===== src/cmpc_regs.svh =====
// Register offsets, field positions, reset values and timing counts for the pin control block
`ifndef CMPC_REGS_SVH
`define CMPC_REGS_SVH

// ---------------------------------------------------------------
// Register offsets
// ---------------------------------------------------------------
`define CMPC_OFS_FIRST_PIN   8'h62
`define CMPC_OFS_SECOND_PIN  8'h63
`define CMPC_OFS_FLAGS       8'h60

// ---------------------------------------------------------------
// First pin control fields
// ---------------------------------------------------------------
`define CMPC_P1_FUNC_HI      7
`define CMPC_P1_FUNC_LO      4
`define CMPC_P1_DUR_BIT      2
`define CMPC_P1_IN_BIT       1
`define CMPC_P1_OUT_BIT      0

// ---------------------------------------------------------------
// Second pin control fields
// ---------------------------------------------------------------
`define CMPC_P2_FUNC_HI      7
`define CMPC_P2_FUNC_LO      4
`define CMPC_P2_OUT_BIT      3
`define CMPC_P2_IN_BIT       2
`define CMPC_P2_DUR_BIT      1

// ---------------------------------------------------------------
// Reset values
// ---------------------------------------------------------------
`define CMPC_RST_CTRL        8'h00

// ---------------------------------------------------------------
// Timing (times in ns, clock period in ns)
// ---------------------------------------------------------------
`define CMPC_CLK_PERIOD_NS   5
`define CMPC_PULSE_2MS_NS    2000000
`define CMPC_PULSE_175MS_NS  1750000
`define CMPC_PULSE_2MS_CYC   (`CMPC_PULSE_2MS_NS / `CMPC_CLK_PERIOD_NS)
`define CMPC_PULSE_175_CYC   (`CMPC_PULSE_175MS_NS / `CMPC_CLK_PERIOD_NS)

`endif


===== src/cmpc_pkg.sv =====
// Types for the multifunction pin control block
package cmpc_pkg;

   // ---------------------------------------------------------------
   // Second pin function codes
   // ---------------------------------------------------------------
   typedef enum logic [3:0] {
      CMPC_F_DISABLED = 4'h0,
      CMPC_F_RESERVED = 4'h1,
      CMPC_F_JACK_IRQ = 4'h2,
      CMPC_F_GP_IN    = 4'h3,
      CMPC_F_GP_OUT   = 4'h4,
      CMPC_F_DMIC_A   = 4'h5,
      CMPC_F_DMIC_B   = 4'h6,
      CMPC_F_DMIC_C   = 4'h7,
      CMPC_F_BCLK     = 4'h8,
      CMPC_F_HS_BTN   = 4'h9,
      CMPC_F_ALL4     = 4'ha,
      CMPC_F_SC_AGC   = 4'hb,
      CMPC_F_UNUSED_C = 4'hc,
      CMPC_F_HS_BTN_SC = 4'hd,
      CMPC_F_SC_ONLY  = 4'he,
      CMPC_F_BTN_ONLY = 4'hf
   } cmpc_func_t;

   // Pulse generator states
   typedef enum logic [1:0] {
      CMPC_IDLE,
      CMPC_HIGH,
      CMPC_LOW
   } cmpc_pulse_state_t;

endpackage : cmpc_pkg


===== src/cmpc_pin_ctrl.sv =====
// Multifunction pin control: two configurable pins, register port and interrupt pulses
//
// Behaviour
// - First pin duration clear: single 2 ms pulse
// - First pin duration set: repeat until flag read
// - First pin level readable as status bit
// - First pin output follows its output bit
// - Second pin select resets to zero, disabled
// - Code two: jack detect pulse 1.75 ms
// - Codes three/four: general input/output
// - Codes five-seven: mic data, both clock edges
// - Code eight: audio bit clock in or out
// - Code nine: headset OR button interrupt
// - Code ten: OR of four interrupt sources
// - Code eleven: short-circuit OR AGC noise
// - Code thirteen: headset, button, short-circuit OR
// - Code fourteen: short-circuit interrupt only
// - Second pin duration bit: single or repeated, ignored for code two
// - Second pin output follows its output bit
// - Second pin level readable as status bit
//
// Decided for this implementation: the plain strobed port.
`timescale 1ns/1ps
`include "cmpc_regs.svh"

module cmpc_pin_ctrl #(
   parameter int unsigned PULSE_CYC     = `CMPC_PULSE_2MS_CYC,
   parameter int unsigned JACK_CYC      = `CMPC_PULSE_175_CYC,
   parameter int unsigned CNT_W         = 19
) (
   input  wire logic       ref_clk,        // 200 MHz clock
   input  wire logic       rstn,           // Synchronous reset, active low
   input  wire logic       clk_en,         // Freezes all state when low
   input  wire logic [7:0] reg_addr,       // Register address
   input  wire logic [7:0] reg_wdata,      // Write data
   input  wire logic       reg_wr,         // Write strobe
   input  wire logic       reg_rd,         // Read strobe
   output logic      [7:0] reg_rdata,      // Read data, cycle after strobe
   input  wire logic       irq_headset,    // Headset detection event
   input  wire logic       irq_button,     // Button press event
   input  wire logic       irq_short,      // Short-circuit detection event
   input  wire logic       irq_agc_noise,  // AGC noise detection event
   input  wire logic       irq_jack,       // Jack/headset detect event
   input  wire logic       p1_irq_src,     // Interrupt source routed to first pin
   input  wire logic       p1_drive_irq,   // First pin in interrupt use
   input  wire logic       p1_drive_gpo,   // First pin in general output use
   input  wire logic       flag_read,      // Host read of interrupt flag register
   input  wire logic       dmic_clk,       // Microphone clock, sampled
   input  wire logic       bclk_is_out,    // Bit clock direction from bus setup
   input  wire logic       bclk_out,       // Bit clock to drive
   output logic            bclk_in,        // Bit clock taken from pin
   output logic      [1:0] dmic_data,      // Mic samples: [1] rising, [0] falling
   output logic            dmic_valid,     // Pulse on each mic clock edge
   output logic            gpi2,           // Second pin general input level
   input  wire logic       pin1_i,         // First pin input
   output logic            pin1_o,         // First pin output
   output logic            pin1_oe,        // First pin output enable
   input  wire logic       pin2_i,         // Second pin input
   output logic            pin2_o,         // Second pin output
   output logic            pin2_oe         // Second pin output enable
);

   if (PULSE_CYC < 2 || JACK_CYC < 2 || PULSE_CYC >= (1 << CNT_W) ||
       JACK_CYC >= (1 << CNT_W)) begin : g_bad_cnt
      $error("cmpc_pin_ctrl: pulse counts do not fit");
   end

   // ---------------------------------------------------------------
   // Control registers
   // ---------------------------------------------------------------
   logic [7:0] p1_ctrl;
   logic [7:0] p2_ctrl;
   cmpc_pkg::cmpc_func_t p2_func;

   always_ff @(posedge ref_clk) begin
      if (!rstn) begin
         p1_ctrl <= `CMPC_RST_CTRL;
      end else if (clk_en && reg_wr && reg_addr == `CMPC_OFS_FIRST_PIN) begin
         p1_ctrl <= reg_wdata;
      end
   end

   always_ff @(posedge ref_clk) begin
      if (!rstn) begin
         p2_ctrl <= `CMPC_RST_CTRL;
      end else if (clk_en && reg_wr && reg_addr == `CMPC_OFS_SECOND_PIN) begin
         // Read-only and reserved bits are not stored
         p2_ctrl <= {reg_wdata[`CMPC_P2_FUNC_HI:`CMPC_P2_FUNC_LO],
                     reg_wdata[`CMPC_P2_OUT_BIT], 1'b0,
                     reg_wdata[`CMPC_P2_DUR_BIT], 1'b0};
      end
   end

   assign p2_func = cmpc_pkg::cmpc_func_t'(p2_ctrl[`CMPC_P2_FUNC_HI:`CMPC_P2_FUNC_LO]);

   // ---------------------------------------------------------------
   // Pin level sampling
   // ---------------------------------------------------------------
   logic pin1_lvl;
   logic pin2_lvl;

   always_ff @(posedge ref_clk) begin
      if (!rstn) begin
         pin1_lvl <= 1'b0;
         pin2_lvl <= 1'b0;
      end else if (clk_en) begin
         pin1_lvl <= pin1_i;
         pin2_lvl <= pin2_i;
      end
   end

   // ---------------------------------------------------------------
   // Register read port
   // ---------------------------------------------------------------
   always_ff @(posedge ref_clk) begin
      if (!rstn) begin
         reg_rdata <= 8'h00;
      end else if (clk_en) begin
         reg_rdata <= 8'h00;
         if (reg_rd) begin
            unique case (reg_addr)
               `CMPC_OFS_FIRST_PIN: begin
                  reg_rdata <= p1_ctrl;
                  reg_rdata[`CMPC_P1_IN_BIT] <= pin1_lvl;
               end
               `CMPC_OFS_SECOND_PIN: begin
                  reg_rdata <= p2_ctrl;
                  reg_rdata[`CMPC_P2_IN_BIT] <= pin2_lvl;
               end
               default: reg_rdata <= 8'h00;
            endcase
         end
      end
   end

   // ---------------------------------------------------------------
   // Second pin interrupt source select
   // ---------------------------------------------------------------
   logic p2_src;
   logic p2_is_irq;

   always_comb begin
      p2_is_irq = 1'b1;
      unique case (p2_func)
         cmpc_pkg::CMPC_F_JACK_IRQ:  p2_src = irq_jack;
         cmpc_pkg::CMPC_F_HS_BTN:    p2_src = irq_headset | irq_button;
         cmpc_pkg::CMPC_F_ALL4:      p2_src = irq_headset | irq_button |
                                               irq_short | irq_agc_noise;
         cmpc_pkg::CMPC_F_SC_AGC:    p2_src = irq_short | irq_agc_noise;
         cmpc_pkg::CMPC_F_HS_BTN_SC: p2_src = irq_headset | irq_button |
                                               irq_short;
         cmpc_pkg::CMPC_F_SC_ONLY:   p2_src = irq_short;
         cmpc_pkg::CMPC_F_BTN_ONLY:  p2_src = irq_button;
         default: begin
            p2_src    = 1'b0;
            p2_is_irq = 1'b0;
         end
      endcase
   end

   // ---------------------------------------------------------------
   // Interrupt pulse generators
   // ---------------------------------------------------------------
   logic p1_pulse;
   logic p2_pulse;
   logic p2_jack;

   assign p2_jack = (p2_func == cmpc_pkg::CMPC_F_JACK_IRQ);

   cmpc_pulse #(.CNT_W(CNT_W)) u_p1_pulse (
      .ref_clk   (ref_clk),
      .rstn      (rstn),
      .clk_en    (clk_en),
      .enable    (p1_drive_irq),
      .trig      (p1_irq_src),
      .repeat_en (p1_ctrl[`CMPC_P1_DUR_BIT]),
      .stop      (flag_read),
      .len       (CNT_W'(PULSE_CYC)),
      .pulse     (p1_pulse)
   );

   cmpc_pulse #(.CNT_W(CNT_W)) u_p2_pulse (
      .ref_clk   (ref_clk),
      .rstn      (rstn),
      .clk_en    (clk_en),
      .enable    (p2_is_irq),
      .trig      (p2_src),
      .repeat_en (p2_ctrl[`CMPC_P2_DUR_BIT] & ~p2_jack),
      .stop      (flag_read),
      .len       (p2_jack ? CNT_W'(JACK_CYC) : CNT_W'(PULSE_CYC)),
      .pulse     (p2_pulse)
   );

   // ---------------------------------------------------------------
   // Digital microphone capture on both clock edges
   // ---------------------------------------------------------------
   logic dmic_clk_d;
   logic dmic_sel;

   assign dmic_sel = (p2_func == cmpc_pkg::CMPC_F_DMIC_A) ||
                     (p2_func == cmpc_pkg::CMPC_F_DMIC_B) ||
                     (p2_func == cmpc_pkg::CMPC_F_DMIC_C);

   always_ff @(posedge ref_clk) begin
      if (!rstn) begin
         dmic_clk_d <= 1'b0;
         dmic_data  <= 2'h0;
         dmic_valid <= 1'b0;
      end else if (clk_en) begin
         dmic_clk_d <= dmic_clk;
         dmic_valid <= 1'b0;
         if (dmic_sel && dmic_clk != dmic_clk_d) begin
            dmic_valid <= 1'b1;
            if (dmic_clk)
               dmic_data[1] <= pin2_i;
            else
               dmic_data[0] <= pin2_i;
         end
      end
   end

   // ---------------------------------------------------------------
   // Second pin general input and bit clock input
   // ---------------------------------------------------------------
   always_ff @(posedge ref_clk) begin
      if (!rstn) begin
         gpi2    <= 1'b0;
         bclk_in <= 1'b0;
      end else if (clk_en) begin
         if (p2_func == cmpc_pkg::CMPC_F_GP_IN)
            gpi2 <= pin2_i;
         if (p2_func == cmpc_pkg::CMPC_F_BCLK && !bclk_is_out)
            bclk_in <= pin2_i;
      end
   end

   // ---------------------------------------------------------------
   // Pin drivers
   // ---------------------------------------------------------------
   // Reserved code one and the disabled/input codes leave the pin undriven
   always_comb begin
      pin2_o  = 1'b0;
      pin2_oe = 1'b0;
      if (p2_func == cmpc_pkg::CMPC_F_GP_OUT) begin
         pin2_o  = p2_ctrl[`CMPC_P2_OUT_BIT];
         pin2_oe = 1'b1;
      end else if (p2_func == cmpc_pkg::CMPC_F_BCLK && bclk_is_out) begin
         pin2_o  = bclk_out;
         pin2_oe = 1'b1;
      end else if (p2_is_irq) begin
         pin2_o  = p2_pulse;
         pin2_oe = 1'b1;
      end
   end

   always_comb begin
      pin1_o  = 1'b0;
      pin1_oe = 1'b0;
      if (p1_drive_gpo) begin
         pin1_o  = p1_ctrl[`CMPC_P1_OUT_BIT];
         pin1_oe = 1'b1;
      end else if (p1_drive_irq) begin
         pin1_o  = p1_pulse;
         pin1_oe = 1'b1;
      end
   end

endmodule : cmpc_pin_ctrl

// ---------------------------------------------------------------
// Interrupt pulse generator
// ---------------------------------------------------------------
// Single pulse of len cycles per rising trigger, or high/low pulses
// of len cycles each until stop when repeat_en is set
module cmpc_pulse #(
   parameter int unsigned CNT_W = 19
) (
   input  wire logic             ref_clk,    // Clock
   input  wire logic             rstn,       // Synchronous reset, active low
   input  wire logic             clk_en,     // Clock enable
   input  wire logic             enable,     // Pin in interrupt use
   input  wire logic             trig,       // Interrupt source level
   input  wire logic             repeat_en,  // Repeat until stop
   input  wire logic             stop,       // Host read of flag register
   input  wire logic [CNT_W-1:0] len,        // Pulse length in cycles
   output logic                  pulse       // Pulse output
);

   cmpc_pkg::cmpc_pulse_state_t state;
   logic [CNT_W-1:0] cnt;
   logic             trig_d;
   logic             stopped;

   always_ff @(posedge ref_clk) begin
      if (!rstn) begin
         state   <= cmpc_pkg::CMPC_IDLE;
         cnt     <= '0;
         trig_d  <= 1'b0;
         stopped <= 1'b0;
      end else if (clk_en) begin
         trig_d <= trig;
         if (!enable) begin
            state <= cmpc_pkg::CMPC_IDLE;
         end else begin
            unique case (state)
               cmpc_pkg::CMPC_IDLE: begin
                  stopped <= 1'b0;
                  if (trig && !trig_d) begin
                     state <= cmpc_pkg::CMPC_HIGH;
                     cnt   <= len - 1'b1;
                  end
               end
               cmpc_pkg::CMPC_HIGH: begin
                  if (stop) stopped <= 1'b1;
                  if (cnt == '0) begin
                     state <= (repeat_en && !stopped && !stop) ?
                              cmpc_pkg::CMPC_LOW : cmpc_pkg::CMPC_IDLE;
                     cnt   <= len - 1'b1;
                  end else begin
                     cnt <= cnt - 1'b1;
                  end
               end
               cmpc_pkg::CMPC_LOW: begin
                  if (stop) stopped <= 1'b1;
                  if (cnt == '0) begin
                     state <= (stopped || stop) ? cmpc_pkg::CMPC_IDLE
                                                : cmpc_pkg::CMPC_HIGH;
                     cnt   <= len - 1'b1;
                  end else begin
                     cnt <= cnt - 1'b1;
                  end
               end
               default: state <= cmpc_pkg::CMPC_IDLE;
            endcase
         end
      end
   end

   assign pulse = (state == cmpc_pkg::CMPC_HIGH);

endmodule : cmpc_pulse


===== config.mk =====
export PLATFORM = sky130hd
export DESIGN_NAME = cmpc_pin_ctrl
export DESIGN_NICKNAME = d
export VERILOG_FILES = /design/src/cmpc_pkg.sv /design/src/cmpc_pin_ctrl.sv
export VERILOG_INCLUDE_DIRS = /design/src
export SDC_FILE = /design/constraint.sdc
export NUM_CORES = 1
export LEC_CHECK = 0
export ABC_AREA = 1
export ABC_CLOCK_PERIOD_IN_PS = 3950
export BUFFER_PORTS_ARGS = -buffer_cell sky130_fd_sc_hd__buf_2
export CAP_MARGIN = 15
export CORE_UTILIZATION = 58
export CTS_BUF_LIST = sky130_fd_sc_hd__clkbuf_2
export CTS_CLUSTER_SIZE = 10
export DETAILED_ROUTE_END_ITERATION = 6
export MAX_ROUTING_LAYER = met4
export PLACE_DENSITY_LB_ADDON = 0.3
export REMOVE_ABC_BUFFERS = 1
export SKIP_CTS_REPAIR_TIMING = 1
export SLEW_MARGIN = 20
export SYNTH_ARGS = -nofsm -noshare
export SYNTH_HDL_FRONTEND = slang
export SYNTH_HIERARCHICAL = 1
export SYNTH_SLANG_ARGS = --single-unit
export TNS_END_PERCENT = 30

===== constraint.sdc =====
create_clock -name ref_clk -period 3.95 [get_ports ref_clk]
set_input_delay 0.395 -clock ref_clk [delete_from_list [all_inputs] [get_ports ref_clk]]
set_output_delay 0.395 -clock ref_clk [all_outputs]
set_load 0.01 [all_outputs]

==> results by stage, run 1 <==
Outcome:
- The flow ran to the end, and the final reports show no timing, DRC or antenna violations.

Finish:
- After routing the design area is 6630 um2.
- The combined area of the multi-input logic cells is about 4100 um2.
- The antenna diode count is 0.
- The total number of nets in the final design is 1099.
- The fill cell total of the finished layout is 983.
- The synthesis-to-finish area growth is 12.6%.
- In the final layout, flip-flops and latches occupy ~1500 um2.
- Cells with a size suffix above 1 make up 14.1% of the layout.
- The top cell types in the final layout, fill and taps aside, are 229 x sky130_fd_sc_hd__nand2_1, 140 x sky130_fd_sc_hd__nor2_1, 98 x sky130_fd_sc_hd__inv_1, 86 x sky130_fd_sc_hd__conb_1, 75 x sky130_fd_sc_hd__dfxtp_1.
- Leaving out fill and tap cells, the most frequent cell in the layout is sky130_fd_sc_hd__nand2_1.

Synthesis:
- The summed instance area of the synthesized netlist is 5890 um2.
- Of the total synthesized cell area, the portion taken by XOR and XNOR cells is 5.65%.
- Each instance of the synthesized netlist takes up on average between 6 and 7 um2.
- The number of enable-type register cells in the synthesized netlist is 0.
- The adder and majority gate portion of the synthesized area is between 2 and 3%.
- By area the synthesized netlist is led by sky130_fd_sc_hd__dfxtp_1 26%, sky130_fd_sc_hd__nand2_1 15%, sky130_fd_sc_hd__nor2_1 8.9%.
- During synthesis, Yosys emitted a total of 6 warnings.
- After synthesis, the largest family of logic cells by area is simple AND/OR/NAND/NOR gates.
- The fraction of registers with async set or reset after synthesis is 0%.
- The number of synthesized register bits is 75.
- The count of different cell masters after synthesis is 46.
- The area share of the largest cell type after synthesis is 25.5%.
- Synthesis produced a netlist whose cell count is 926.
- Summing the areas of all compound-gate instances in the mapped netlist gives 13.2% of the synthesized area.
- The biggest area contributor in the post-synthesis netlist is sky130_fd_sc_hd__dfxtp_1.
- In the synthesized netlist the dominant register cell turns out to be sky130_fd_sc_hd__dfxtp_1.
- The multiplexer share of the synthesized area is 0%.
- The synthesized netlist devotes 42.7% of its cell area to simple gates.
- Summing the sequential cell areas from Yosys gives 25.5% of the chip area.

Pwr:
- Power comes to 1.69 mW.
- The worst IR drop on VDD is roughly 0.17 mV.
- The cell area power density is ~250 nW/um2.
- In this run the static leakage power is around 3.4 nW.

Place:
- The post-place setup slack is 1.29 ns.
- The number of port buffers is 51.
- Summed over all nets, the half-perimeter wirelength after detailed placement is 10.1 mm.
- The routability congestion estimate is 0.937.
- In this run the cell area measured after placement is approximately 6500 um2.

Floorplan:
- The area of the core is 9820 um2.
- The number of ports placed on the die boundary is 52.
- The height of the chip is around 100 um.
- The count of standard-cell rows is 36.
- The floorplan step set the die width to 103 um.
- The die area is 10600 um2.
- The effective utilization at floorplan is 59.9%.

Critical path:
- STA puts the critical path data required time at 4.40 ns.
- The worst setup path is of the reg -> reg kind.
- In this run the worst path has a maximum fanout of 22.
- The startpoint type of the worst setup path is a flop.
- The data arrival at the endpoint of the critical path is 3.13 ns.
- The worst setup path is captured at a flop.

Clock tree:
- The TritonCTS clock tree is built.
- The level count of the clock H-tree is 3.
- Clock tree synthesis selected as its root buffer the cell sky130_fd_sc_hd__clkbuf_2.
- The clock sink total is 75.
- The number of CTS-inserted buffers is 9.
- The clock transition at the register clock pins on the worst setup and hold paths after CTS is about 0.23 ns.
- The clock insertion delay at the later pin of the skew report is 0.56 ns.
- The clock passes through at most 2 buffers.

STA:
- Static timing analysis puts the maximum clock frequency at approximately 370 MHz.
- The number of pins with negative max-slew slack in the final report is 0.
- The post-route minimum period is between 2 and 3 ns.
- Setup violations remaining at the end of the flow were counted as 0.
- The post-route setup TNS is 0 ns.
- Across the routed clock network, the largest skew measured is 0.0265 ns.
- The transition time of the tightest slew-check pin is approximately 0.83 ns.
- Setup repair after global routing left no endpoint under its margin.
- The final critical path takes up 67.8% of the cycle.
- The post-layout worst setup margin is about 1.3 ns.
- The headroom to the max-slew limit is roughly 45%.
- The final hold violation count is 0.

Drt:
- The number of antenna-violating nets in the routed design is 0.
- The vias per cell is 4.94.
- Summed over all layers, the routed wires come to 13.5 mm.
- The detailed router placed 5864 vias in this run.
- The detailed-routing iteration count for the pre-antenna-repair pass is 6.
- The DRC violation count after routing is 0.
- The starting DRC count in detailed routing is 301.
- After detailed routing, the average wire length per cell comes to 11.3 um.

GRT:
- The number of antenna violations at the first check in global routing came to 0.
- The number of global-route vias before repair is 5272.
- The wire length of the first global-routing pass is between 20 and 25 mm.
- The aggregate global-route resource usage is 27.5%.
- Global routing finished with a remaining overflow of 0.
- The maximum number of pins on one net before global-route repair is 29.

Min path:
- The path type of the worst min-delay path is in -> reg.

Flow run:
- Max-cap violations in this run came to 0.
-- power by group --
group / switching (mW) / leakage, nW / internal (mW) / total [mW]
registers: 0.0145 / 0.607 / 0.773 / 0.787
logic: 0.218 / 2.73 / 0.114 / 0.332
clock network: 0.296 / 0.0923 / 0.272 / 0.568
total: 0.529 / 3.43 / 1.16 / 1.69
-- registers in the layout, summed over array words and instances, names as in the netlist, 2 cells and up --
name,cells
p2_ctrl,6
reg_rdata,8
u_p2_pulse/state,2
u_p1_pulse/state,2
p1_ctrl,7
dmic_data,2
u_p2_pulse/cnt,19
u_p1_pulse/cnt,19
-- kinds of logic after synthesis --
logic type / after synthesis
AND/OR/NAND/NOR: 529
AO/OA/AOI/OAI: 135
buffers and inverters: 133
flip-flops: 75
XOR/XNOR: 38
adder cells (fa/ha/maj): 14
other: 2
-- area by class of cell --
type	count	share of cell area (%)
inverter	109	6.19
clock buffer	9	0.680
sequential	75	22.7
multi-input combinational	802	62.2
tap	133	2.51
clock inverter	6	1.70
timing repair buffer	53	4.08
-- synthesized netlist by cell type, drive strengths merged, types with 6 or more instances --
| cell | number |
|---|---|
| inv | 107 |
| or2 | 7 |
| xnor2 | 10 |
| xor2 | 28 |
| nor2 | 161 |
| ha | 14 |
| nand3 | 84 |
| nor3 | 7 |
| a21oi | 66 |
| nand3b | 6 |
| buf | 18 |
| nand4 | 17 |
| o21ai | 53 |
| dfxtp | 75 |
| o211ai | 8 |
| nand2 | 242 |
| clkbuf | 6 |
-- per-layer routing --
| layer | track usage [%] | routed length (um) | up-vias |
|---|---|---|---|
| met5 | - | 0 | - |
| met2 | 46.1 | 6460 | 111 |
| met4 | 8.23 | 220 | 0 |
| met1 | 33.3 | 6280 | 2613 |
| li1 | - | - | 3121 |
| met3 | 5.56 | 484 | 19 |
-- worst max-delay path, stage by stage (launching register included) --
cell	delay (ns)
sky130_fd_sc_hd__dfxtp_1	0.62
sky130_fd_sc_hd__nand2_1	0.15
sky130_fd_sc_hd__nor2_2	0.15
sky130_fd_sc_hd__nand2_1	0.05
sky130_fd_sc_hd__o21ai_0	0.06
sky130_fd_sc_hd__nor2_1	0.06
sky130_fd_sc_hd__nand3_1	0.08
sky130_fd_sc_hd__inv_1	0.06
sky130_fd_sc_hd__nor2_1	0.12
sky130_fd_sc_hd__o21a_1	0.12
sky130_fd_sc_hd__buf_4	0.24
sky130_fd_sc_hd__clkinv_1	0.46
sky130_fd_sc_hd__o21ai_0	0.35
sky130_fd_sc_hd__a21oi_2	0.07
-- stage by stage --
stage / utilization [%] / std cells / hold WS, ns
2_1_floorplan: - / 986 / 0.443
3_3_place_gp: 65.9 / 1172 / 0.452
3_5_place_dp: 65.9 / 1172 / 0.447
4_1_cts: 67.5 / 1187 / 0.0192
5_1_grt: 67.5 / 1187 / 0.00212
6_report: 67.5 / 1187 / 0.0352
-- worst paths after layout --
| path | startpoint | endpoint | depth (start not counted) | slack [ns] |
|---|---|---|---|---|
| worst min-delay path | reg_wdata[2] | p1_ctrl[2]$_SDFFE_PN0P_ | 3 | 0.04 |
| worst max-delay path | p2_ctrl[5]$_SDFFE_PN0P_ | u_p2_pulse/cnt[3]$_SDFFE_PN0P_ | 13 | 1.27 |
| worst max register to register | p2_ctrl[5]$_SDFFE_PN0P_ | u_p2_pulse/cnt[3]$_SDFFE_PN0P_ | 13 | 1.27 |
| worst min register to register | bclk_in$_SDFFE_PN0P_ | bclk_in$_SDFFE_PN0P_ | 2 | 0.48 |
(Power assumes the default switching activity.)
==> run 2, diff against run 1 <==
--- a/config.mk
+++ b/config.mk
@@ -6,8 +6,8 @@
 export SDC_FILE = /design/constraint.sdc
 export NUM_CORES = 1
 export LEC_CHECK = 0
-export ABC_AREA = 1
-export ABC_CLOCK_PERIOD_IN_PS = 3950
+export ABC_AREA = 0
+export ABC_CLOCK_PERIOD_IN_PS = 2650
 export BUFFER_PORTS_ARGS = -buffer_cell sky130_fd_sc_hd__buf_2
 export CAP_MARGIN = 15
 export CORE_UTILIZATION = 58
==> constraint.sdc (replaced) <==
create_clock -name ref_clk -period 2.65 [get_ports ref_clk]
set_input_delay 0.265 -clock ref_clk [delete_from_list [all_inputs] [get_ports ref_clk]]
set_output_delay 0.265 -clock ref_clk [all_outputs]
set_load 0.01 [all_outputs]
==> results by stage, run 2 <==
Outcome:
- The flow ran to the end, and the final reports show no timing, DRC or antenna violations.

Clock tree:
- The clock tree synthesis step divided the H-tree into 3 levels.
- The clock sink total is 75.
- The TritonCTS clock tree is built.
- Clock tree synthesis inserted a total of 9 buffers.
- The clock transition at the register clock pins on the worst setup and hold paths after CTS is between 0.2 and 0.3 ns.
- The clock reaches the later pin of the worst-skew pair after 0.55 ns.
- The cell at the root of the clock tree is sky130_fd_sc_hd__clkbuf_2.
- In this run the deepest clock path goes through 2 buffers.

Synthesis:
- The dominant cell by count in the synthesized netlist is sky130_fd_sc_hd__dfxtp_1.
- By area the synthesized netlist is led by sky130_fd_sc_hd__dfxtp_1 28%, sky130_fd_sc_hd__mux2i_1 8.7%, sky130_fd_sc_hd__nand2_1 4.8%.
- In this run the mean area of a mapped cell was 8.16 um2.
- Ranked by instance count, the synthesized netlist is headed by 75 x sky130_fd_sc_hd__dfxtp_1, 68 x sky130_fd_sc_hd__nand2_1, 47 x sky130_fd_sc_hd__nor2_1.
- The summed instance area of the synthesized netlist is 5280 um2.
- The count of different cell masters after synthesis is between 70 and 80.
- Counting flops with an async set or reset pin after synthesis yields a share of 0%.
- Counting flops with a built-in enable in the synthesized netlist gives 0.
- The gate count after technology mapping is 647.
- The count of yosys warnings during synthesis is 6.
- The area share of the largest cell type after synthesis is ~28%.
- Among all flip-flop cells after synthesis, the most frequent one is sky130_fd_sc_hd__dfxtp_1.
- The biggest area contributor in the post-synthesis netlist is sky130_fd_sc_hd__dfxtp_1.
- The synthesized design contains 75 register bits.
- The sequential element share of the synthesized area is 28.4%.

Critical path:
- STA classifies the critical path endpoint as a flop.
- The launching instance or port of the critical path is u_p2_pulse/cnt[13]$_SDFFE_PN0P_.
- For the worst setup path, the data arrival time is ~3.0 ns.
- The slack of the worst reg-to-reg path is 0.13 ns.
- At the worst endpoint, the required time is 3.14 ns.
- Counting cells, the worst reg-to-reg path comes to 6.
- The source of the worst register-to-register timing path is u_p2_pulse/cnt[13]$_SDFFE_PN0P_.
- The critical path is of the reg -> reg type.
- The startpoint type of the worst setup path is a flop.
- In this run the critical register-to-register path is captured at u_p2_pulse/cnt[1]$_SDFFE_PN0P_.
- Along the worst path, the maximum fanout reaches 11.

Min path:
- The path type of the worst min-delay path is in -> reg.
- The path with the worst hold slack has its endpoint at reg_rdata[6]$_SDFFE_PN0P_.
- The worst hold path passes through 3 cells.
- The startpoint identified for the worst hold timing path is reg_rd.

Floorplan:
- Measured along the x axis, the die boundary spans just under 100 um.
- The number of ports placed on the die boundary is between 50 and 60.
- After floorplanning, the core was divided into 34 placement rows.
- Once the floorplan was initialized, standard cells occupied around three fifths of the core.
- From bottom edge to top edge, the die measures 97.4 um.
- After floorplanning, the core was sized to cover 8760 um2.
- The die area is 9490 um2.

Drt:
- The count of nets left with antenna violations once routing finished came out at 0.
- After detailed routing, the number of vias per cell comes to 5.83.
- The DRC violation count after routing is 0.
- The detailed-routing iteration count for the pre-antenna-repair pass is 5.
- After detailed routing, the average wire length per cell comes to 14.9 um.
- The routed layout has ~5.3k vias.
- The final layout contains routed wiring with a total length of approximately 14 mm.
- The detailed router finished its first iteration with 318 violations.

Pwr:
- The design draws 2.30 mW.
- Power spread over the standard cell area amounts to 367 nW/um2.
- The worst IR drop on VDD is between 0.2 and 0.25 mV.
- The standby leakage power is between 2 and 3 nW.

STA:
- The number of endpoints failing setup at the final stage is 0.
- The achievable clock frequency is about 400 MHz.
- The transition time of the tightest slew-check pin is 0.842 ns.
- The headroom to the max-slew limit is 43.7%.
- After layout, the worst path uses 95.0% of the clock period.
- Setup repair after global routing left no endpoint under its margin.
- After routing, the total negative slack on setup checks comes to 0 ns.
- Clock skew on the completed layout was measured at 0.0389 ns.
- The number of pins with negative max-slew slack in the final report was 0.
- The final hold violation count came to 0.
- The post-route minimum period is 2.52 ns.

GRT:
- The first global-routing pass estimated 22.5 mm of wire.
- The maximum number of pins on one net before global-route repair is 53.
- The number of global-route vias before repair came to 5009.
- The aggregate global-route resource usage is between 20 and 30%.
- The remaining global-route overflow is 0.
- The number of antenna violations at the first check in global routing is 0.

Finish:
- The end-of-flow core utilization is between 70 and 80%.
- The net count of the finished layout is 851.
- The largest registers in the layout are u_p1_pulse/cnt x19, u_p2_pulse/cnt x19, reg_rdata x8.
- The antenna diode count is 0.
- The combined area of the multi-input logic cells is 3890 um2.
- The most common cell after layout, fill and taps aside is sky130_fd_sc_hd__conb_1.
- For this run, the number of standard cells in the final layout without fillers is 915.
- The finished cells cover about 6300 um2.
- The synthesis-to-finish area growth is 18.5%.
- In the final layout, the share of cells above drive strength 1 is 14.4%.
- The top cell types in the final layout, fill and taps aside, are 97 x sky130_fd_sc_hd__conb_1, 75 x sky130_fd_sc_hd__dfxtp_1, 68 x sky130_fd_sc_hd__nand2_1, 51 x sky130_fd_sc_hd__buf_2, 47 x sky130_fd_sc_hd__nor2_1.
- The area taken by flip-flops and latches is 1500 um2.
- The fill cell total of the finished layout is 711.

Place:
- Once placement finished, the instance area stood at 6010 um2.
- The number of port buffers is 51.
- The number of cells in the design after placement is 888.
- The sum of net half-perimeters after detailed placement is 9.79 mm.
- The congestion estimate from routability-driven global placement came to 0.912.

Flow run:
- The tool flagged a number of max-cap violations equal to 0.
## run 2: kinds of logic after synthesis
group / count (synthesis) / synth area share [%]
muxes: 51 / 9.79
other: 2 / 0.142
buffers and inverters: 54 / 4.98
DFF: 75 / 28.4
xor gates and xnor gates: 24 / 3.98
and+or+nand+nor: 276 / 29.8
AOI/OAI and AO/OA: 151 / 19.6
adders and majority gates: 14 / 3.32
## run 2: routing by layer
| layer | GRT usage, % | vias up | wire length, um |
|---|---|---|---|
| met5 | - | - | 0 |
| li1 | - | 2612 | - |
| met2 | 50.3 | 217 | 6960 |
| met4 | 11.7 | 0 | 274 |
| met3 | 3.45 | 30 | 824 |
| met1 | 34.2 | 2477 | 5560 |
## run 2: area by class of cell
class                           instances  share of cell area, %
Timing Repair Buffer                   85                   8.60
Inverter                               18                   1.08
Clock inverter                          7                   1.28
Sequential cell                        75                   24.0
Clock buffer                            9                  0.720
Tap cell                              108                   2.16
Multi-Input combinational cell        613                   62.2
## run 2: stage by stage
stage | hold WS (ns) | setup WS (ns)
final | 0.0434 | 0.133
after global routing | 0.00381 | 0.0272
after CTS | -0.113 | 0.0798
after detailed placement | 0.441 | 0.104
after global placement | 0.430 | 0.244
after floorplan | 0.382 | -1.22
## run 2: worst max-delay path, cell delays in order, from the launching register on
cell and delay, ns:
sky130_fd_sc_hd__dfxtp_1 0.38, sky130_fd_sc_hd__or4_4 0.58, sky130_fd_sc_hd__or4_1 0.49, sky130_fd_sc_hd__o21ai_4 0.30, sky130_fd_sc_hd__buf_4 0.24, sky130_fd_sc_hd__mux2_1 0.34
sky130_fd_sc_hd__o22ai_1 0.14
## run 2: worst max-delay path by stage
| stage | end | depth (start not counted) | slack, ns |
|---|---|---|---|
| 6_report | u_p2_pulse/cnt[1]$_SDFFE_PN0P_ | 6 | 0.13 |
| 3_5_place_dp | u_p2_pulse/cnt[6]$_SDFFE_PN0P_ | 6 | 0.10 |
| 4_1_cts | u_p1_pulse/cnt[6]$_SDFFE_PN0P_ | 7 | 0.08 |
| 2_1_floorplan | u_p2_pulse/cnt[8]$_SDFFE_PN0P_ | 8 | -1.22 |
| 5_1_grt | u_p1_pulse/cnt[7]$_SDFFE_PN0P_ | 7 | 0.03 |
| 3_3_place_gp | u_p2_pulse/cnt[1]$_SDFFE_PN0P_ | 6 | 0.24 |
## run 2: power breakdown
part / switching, mW / total, mW / internal, mW / leakage [nW]
logic: 0.249 / 0.432 / 0.183 / 2.08
clock network: 0.461 / 0.694 / 0.233 / 0.0752
registers: 0.0212 / 1.17 / 1.15 / 0.606
total: 0.731 / 2.30 / 1.57 / 2.76
==> run 3, diff against run 2 <==
--- a/config.mk
+++ b/config.mk
@@ -21,6 +21,5 @@
 export SLEW_MARGIN = 20
 export SYNTH_ARGS = -nofsm -noshare
 export SYNTH_HDL_FRONTEND = slang
-export SYNTH_HIERARCHICAL = 1
 export SYNTH_SLANG_ARGS = --single-unit
 export TNS_END_PERCENT = 30
==> results by stage, run 3 <==
Synthesis:
- Of the total synthesized cell area, the portion taken by AND, OR, NAND and NOR gates is 25.6%.
- The gate count after technology mapping is 479.
- The multiplexer share of the synthesized area is under 10%.
- After synthesis, the mean cell area works out to 8.62 um2.
- The most common cell in the synthesized netlist is sky130_fd_sc_hd__dfxtp_1.
- After synthesis, the cell types taking the most area are sky130_fd_sc_hd__dfxtp_1 36%, sky130_fd_sc_hd__mux2i_1 5.3%, sky130_fd_sc_hd__nor2_1 5.0%.
- During synthesis, Yosys emitted a total of 0 warnings.
- The leading area contributor after synthesis is sky130_fd_sc_hd__dfxtp_1.
- The count of different cell masters after synthesis is 66.
- The main combinational cell family by area after synthesis is simple AND/OR/NAND/NOR gates.
- The xor and xnor fraction of the mapped netlist area is 2.76%.
- The flip-flop cell with the highest count after synthesis is sky130_fd_sc_hd__dfxtp_1.
- The adder and majority gate portion of the synthesized area is under 10%.
- The summed instance area of the synthesized netlist is 4130 um2.
- Summed over its instances, the top area cell type makes up 36.4% of the synthesized netlist area.
- The number of synthesized register bits is 75.
- The number of enable-type register cells in the synthesized netlist is 0.
- Counting flops with an async set or reset pin after synthesis yields a share of 0%.
- The sequential element share of the synthesized area is 36.4%.
- The complex-gate fraction of the synthesized area is between 20 and 25%.
- After synthesis, the most frequently instantiated cells are 75 x sky130_fd_sc_hd__dfxtp_1, 55 x sky130_fd_sc_hd__nor2_1, 33 x sky130_fd_sc_hd__nand2_1.

Drt:
- The vias per cell is a little over 6.
- Wires add up to roughly 10 mm.
- For this run, the detailed router's first-pass iteration total came to 6.
- The DRC violation count after routing is 0.
- The detail route stage leaves a number of antenna-violating nets equal to 0.
- Dividing the detail-routed wire length by the instance count gives 16.2 um.
- The total via count in the routed design is 3963.
- The starting DRC count in detailed routing is 202.

Floorplan:
- The floorplan step defined a core boundary enclosing 6830 um2.
- The count of standard-cell rows is 30.
- The horizontal die dimension is ~86 um.
- Measured along the y axis, the die boundary spans roughly 86 um.
- During I/O placement, the number of pins put on the boundary was between 50 and 60.
- The effective utilization at floorplan is 60.5%.
- The die area is about 7500 um2.

Pwr:
- VDD sags by at most ~0.24 mV.
- The cell area power density is about 450 nW/um2.
- In this run, flip-flops and latches consume approximately 55% of the power.
- The combinational power share is 12.2%.
- The internal power of the cells totals between 1.5 and 2 mW.
- For this design the static power due to leakage is 1.92 nW.
- The reported net switching power is 0.561 mW.
- The share of total power in the clock network is 32.5%.
- Net switching is 26.3% of the power.

Clock tree:
- The number of CTS-inserted buffers is 9.
- The later pin in the worst-skew pair is clocked with a latency of 0.50 ns.
- The level count of the clock H-tree is 3.
- The TritonCTS clock tree is built.
- The clock sink total is 75.
- CTS placed an instance of sky130_fd_sc_hd__clkbuf_2 at the clock tree root.
- Clock-pin slew was measured on the worst setup and hold paths at 0.21 ns.
- The clock passes through at most 2 buffers.

GRT:
- The number of global-route vias before repair is ~3.6k.
- The first global-routing pass estimated 16.6 mm of wire.
- The number of antenna violations at the first check in global routing came to 0.
- Entering global routing, the biggest net connects 45 pins.
- For this run the aggregate overflow at the end of global routing stands at 0.
- The aggregate global-route resource usage is between 20% and 30%.

Place:
- At the placement stage, the worst setup path has a slack of between 0.15 and 0.2 ns.
- The instance area at placement is roughly 4600 um2.
- The number of cells in the design after placement is 623.
- Routability-driven placement finished with a final weighted congestion of 0.883.
- Once detailed placement completed, the half-perimeter wirelength came to 7.22 mm.
- In this run the tool buffered the top-level ports with slightly above 50 buffer cells.

STA:
- Across all setup checks in the final design, the least slack found is 0.268 ns.
- The post-route setup TNS is 0 ns.
- Subtracting the final worst setup slack from the clock period gives 2.38 ns.
- The number of endpoints failing setup at the final stage is 0.
- The number of pins with negative max-slew slack in the final report came to 0.
- Headroom to the max-slew limit came out at 52.7%.
- The minimum hold slack is -0.00981 ns.
- Timing would allow up to 420 MHz.
- The final hold violation count was 1.
- Setup repair after global routing left no endpoint under its margin.
- At the pin with the least slew margin, the transition time is just over 0.7 ns.
- Clock skew on the completed layout was measured at 0.0305 ns.
- The final worst-path cycle share is 89.9%.

Critical path:
- The worst setup path is captured at a flop.
- The critical-path maximum fanout is 10.
- The startpoint type of the worst setup path is a flop.
- The signal on the critical path passes through inv_1 > ha_1 > or4b_1 > nor3_4 > a21oi_2 > nand3_1 > o221a_2.
- Data arrives at the worst endpoint at 2.82 ns.
- The critical path is of the reg -> reg type.
- At the worst endpoint, the required time is roughly 3.1 ns.
- The slowest library cell on the worst path is sky130_fd_sc_hd__or4b_1.
- The peak per-stage delay on the critical path is between 0.5 and 0.6 ns.

Finish:
- Once layout is done, the placed cells without fillers occupy approximately 4700 um2.
- The filler cells instantiated in the layout total around 580.
- From synthesis to final layout, the design area changed by 15.0%.
- The number of antenna diodes in the final layout is 0.
- Of the cells placed in the final design, the portion with a size suffix greater than 1 is 20.4%.
- The end-of-flow core utilization is 69.5%.
- The top cell types in the final layout, fill and taps aside, are 75 x sky130_fd_sc_hd__dfxtp_1, 55 x sky130_fd_sc_hd__nor2_1, 51 x sky130_fd_sc_hd__buf_2, 33 x sky130_fd_sc_hd__nand2_1, 23 x sky130_fd_sc_hd__a21oi_1.
- Leaving out fill and tap cells, the most frequent cell in the layout is sky130_fd_sc_hd__dfxtp_1.
- The final layout contains 590 nets.
- The largest registers in the layout are u_p1_pulse.cnt x19, u_p2_pulse.cnt x19, reg_rdata x8.
- Excluding fillers, the count of instances in the completed layout stands at roughly 650.

Outcome:
- The checks that failed: negative hold slack.
- The flow ran to the end, but the final reports show violations.

Min path:
- The tightest min-delay check is of the in -> reg type.

Flow run:
- Max-cap violations in this run came to 0.
## run 3: cell families after synthesis
family,count (synthesis)
simple gates,189
compound gates,126
flops,75
buf+inv,42
mux,24
xor+xnor,13
fa+ha+maj,10
## run 3: final cells by class
cell class | instances | area (um2) | share of cell area [%]
clock inverters | 6 | 81.3 | 1.71
inverters | 19 | 71.3 | 1.50
well taps | 96 | 120 | 2.53
clock buffers | 9 | 45.0 | 0.948
repair buffers | 78 | 470 | 9.91
multi-input cells | 362 | 2460 | 51.8
flip-flops and latches | 75 | 1500 | 31.6
## run 3: worst max-delay path, delay by kind of cell (launching register included)
family	cells	cell delay, ns
AND/OR/NAND/NOR	3	1.20
AO/OA/AOI/OAI	2	0.46
flip-flops	1	0.35
adder cells (fa/ha/maj)	1	0.23
buffers and inverters	1	0.09
## run 3: routing by layer
layer	GRT usage, %	vias up	share of wire, %
met4	14.5	0	2.2
met3	3.71	24	5.7
met1	35.1	1842	43
li1	-	1927	-
met5	-	-	0
met2	48.0	170	49
## run 3: path summary, 6_finish.rpt
| check | from | end | slack (ns) | depth (start not counted) |
|---|---|---|---|---|
| max | u_p2_pulse.cnt[0]$_SDFFE_PN0P_ | u_p2_pulse.cnt[9]$_SDFFE_PN0P_ | 0.27 | 7 |
| min | reg_wdata[0] | p1_ctrl[0]$_SDFFE_PN0P_ | -0.01 | 3 |
| max reg2reg | u_p2_pulse.cnt[0]$_SDFFE_PN0P_ | u_p2_pulse.cnt[9]$_SDFFE_PN0P_ | 0.27 | 7 |
| min reg2reg | dmic_data[1]$_SDFFE_PN0P_ | dmic_data[1]$_SDFFE_PN0P_ | 0.47 | 2 |
## run 3: power groups by stage
stage,Clock (mW),Combinational (mW),Sequential (mW)
2_1_floorplan,0,0.152,1.20
3_3_place_gp,0,0.243,1.20
3_5_place_dp,0,0.251,1.20
4_1_cts,0.706,0.254,1.18
5_1_grt,0.756,0.284,1.18
6_report,0.694,0.260,1.18
## run 3: stage by stage
step           power (mW)  hold WS, ns
2_1_floorplan        1.35        0.354
3_3_place_gp         1.44        0.435
3_5_place_dp         1.45        0.446
4_1_cts              2.14      -0.0326
5_1_grt              2.22      0.00659
6_report             2.13     -0.00981
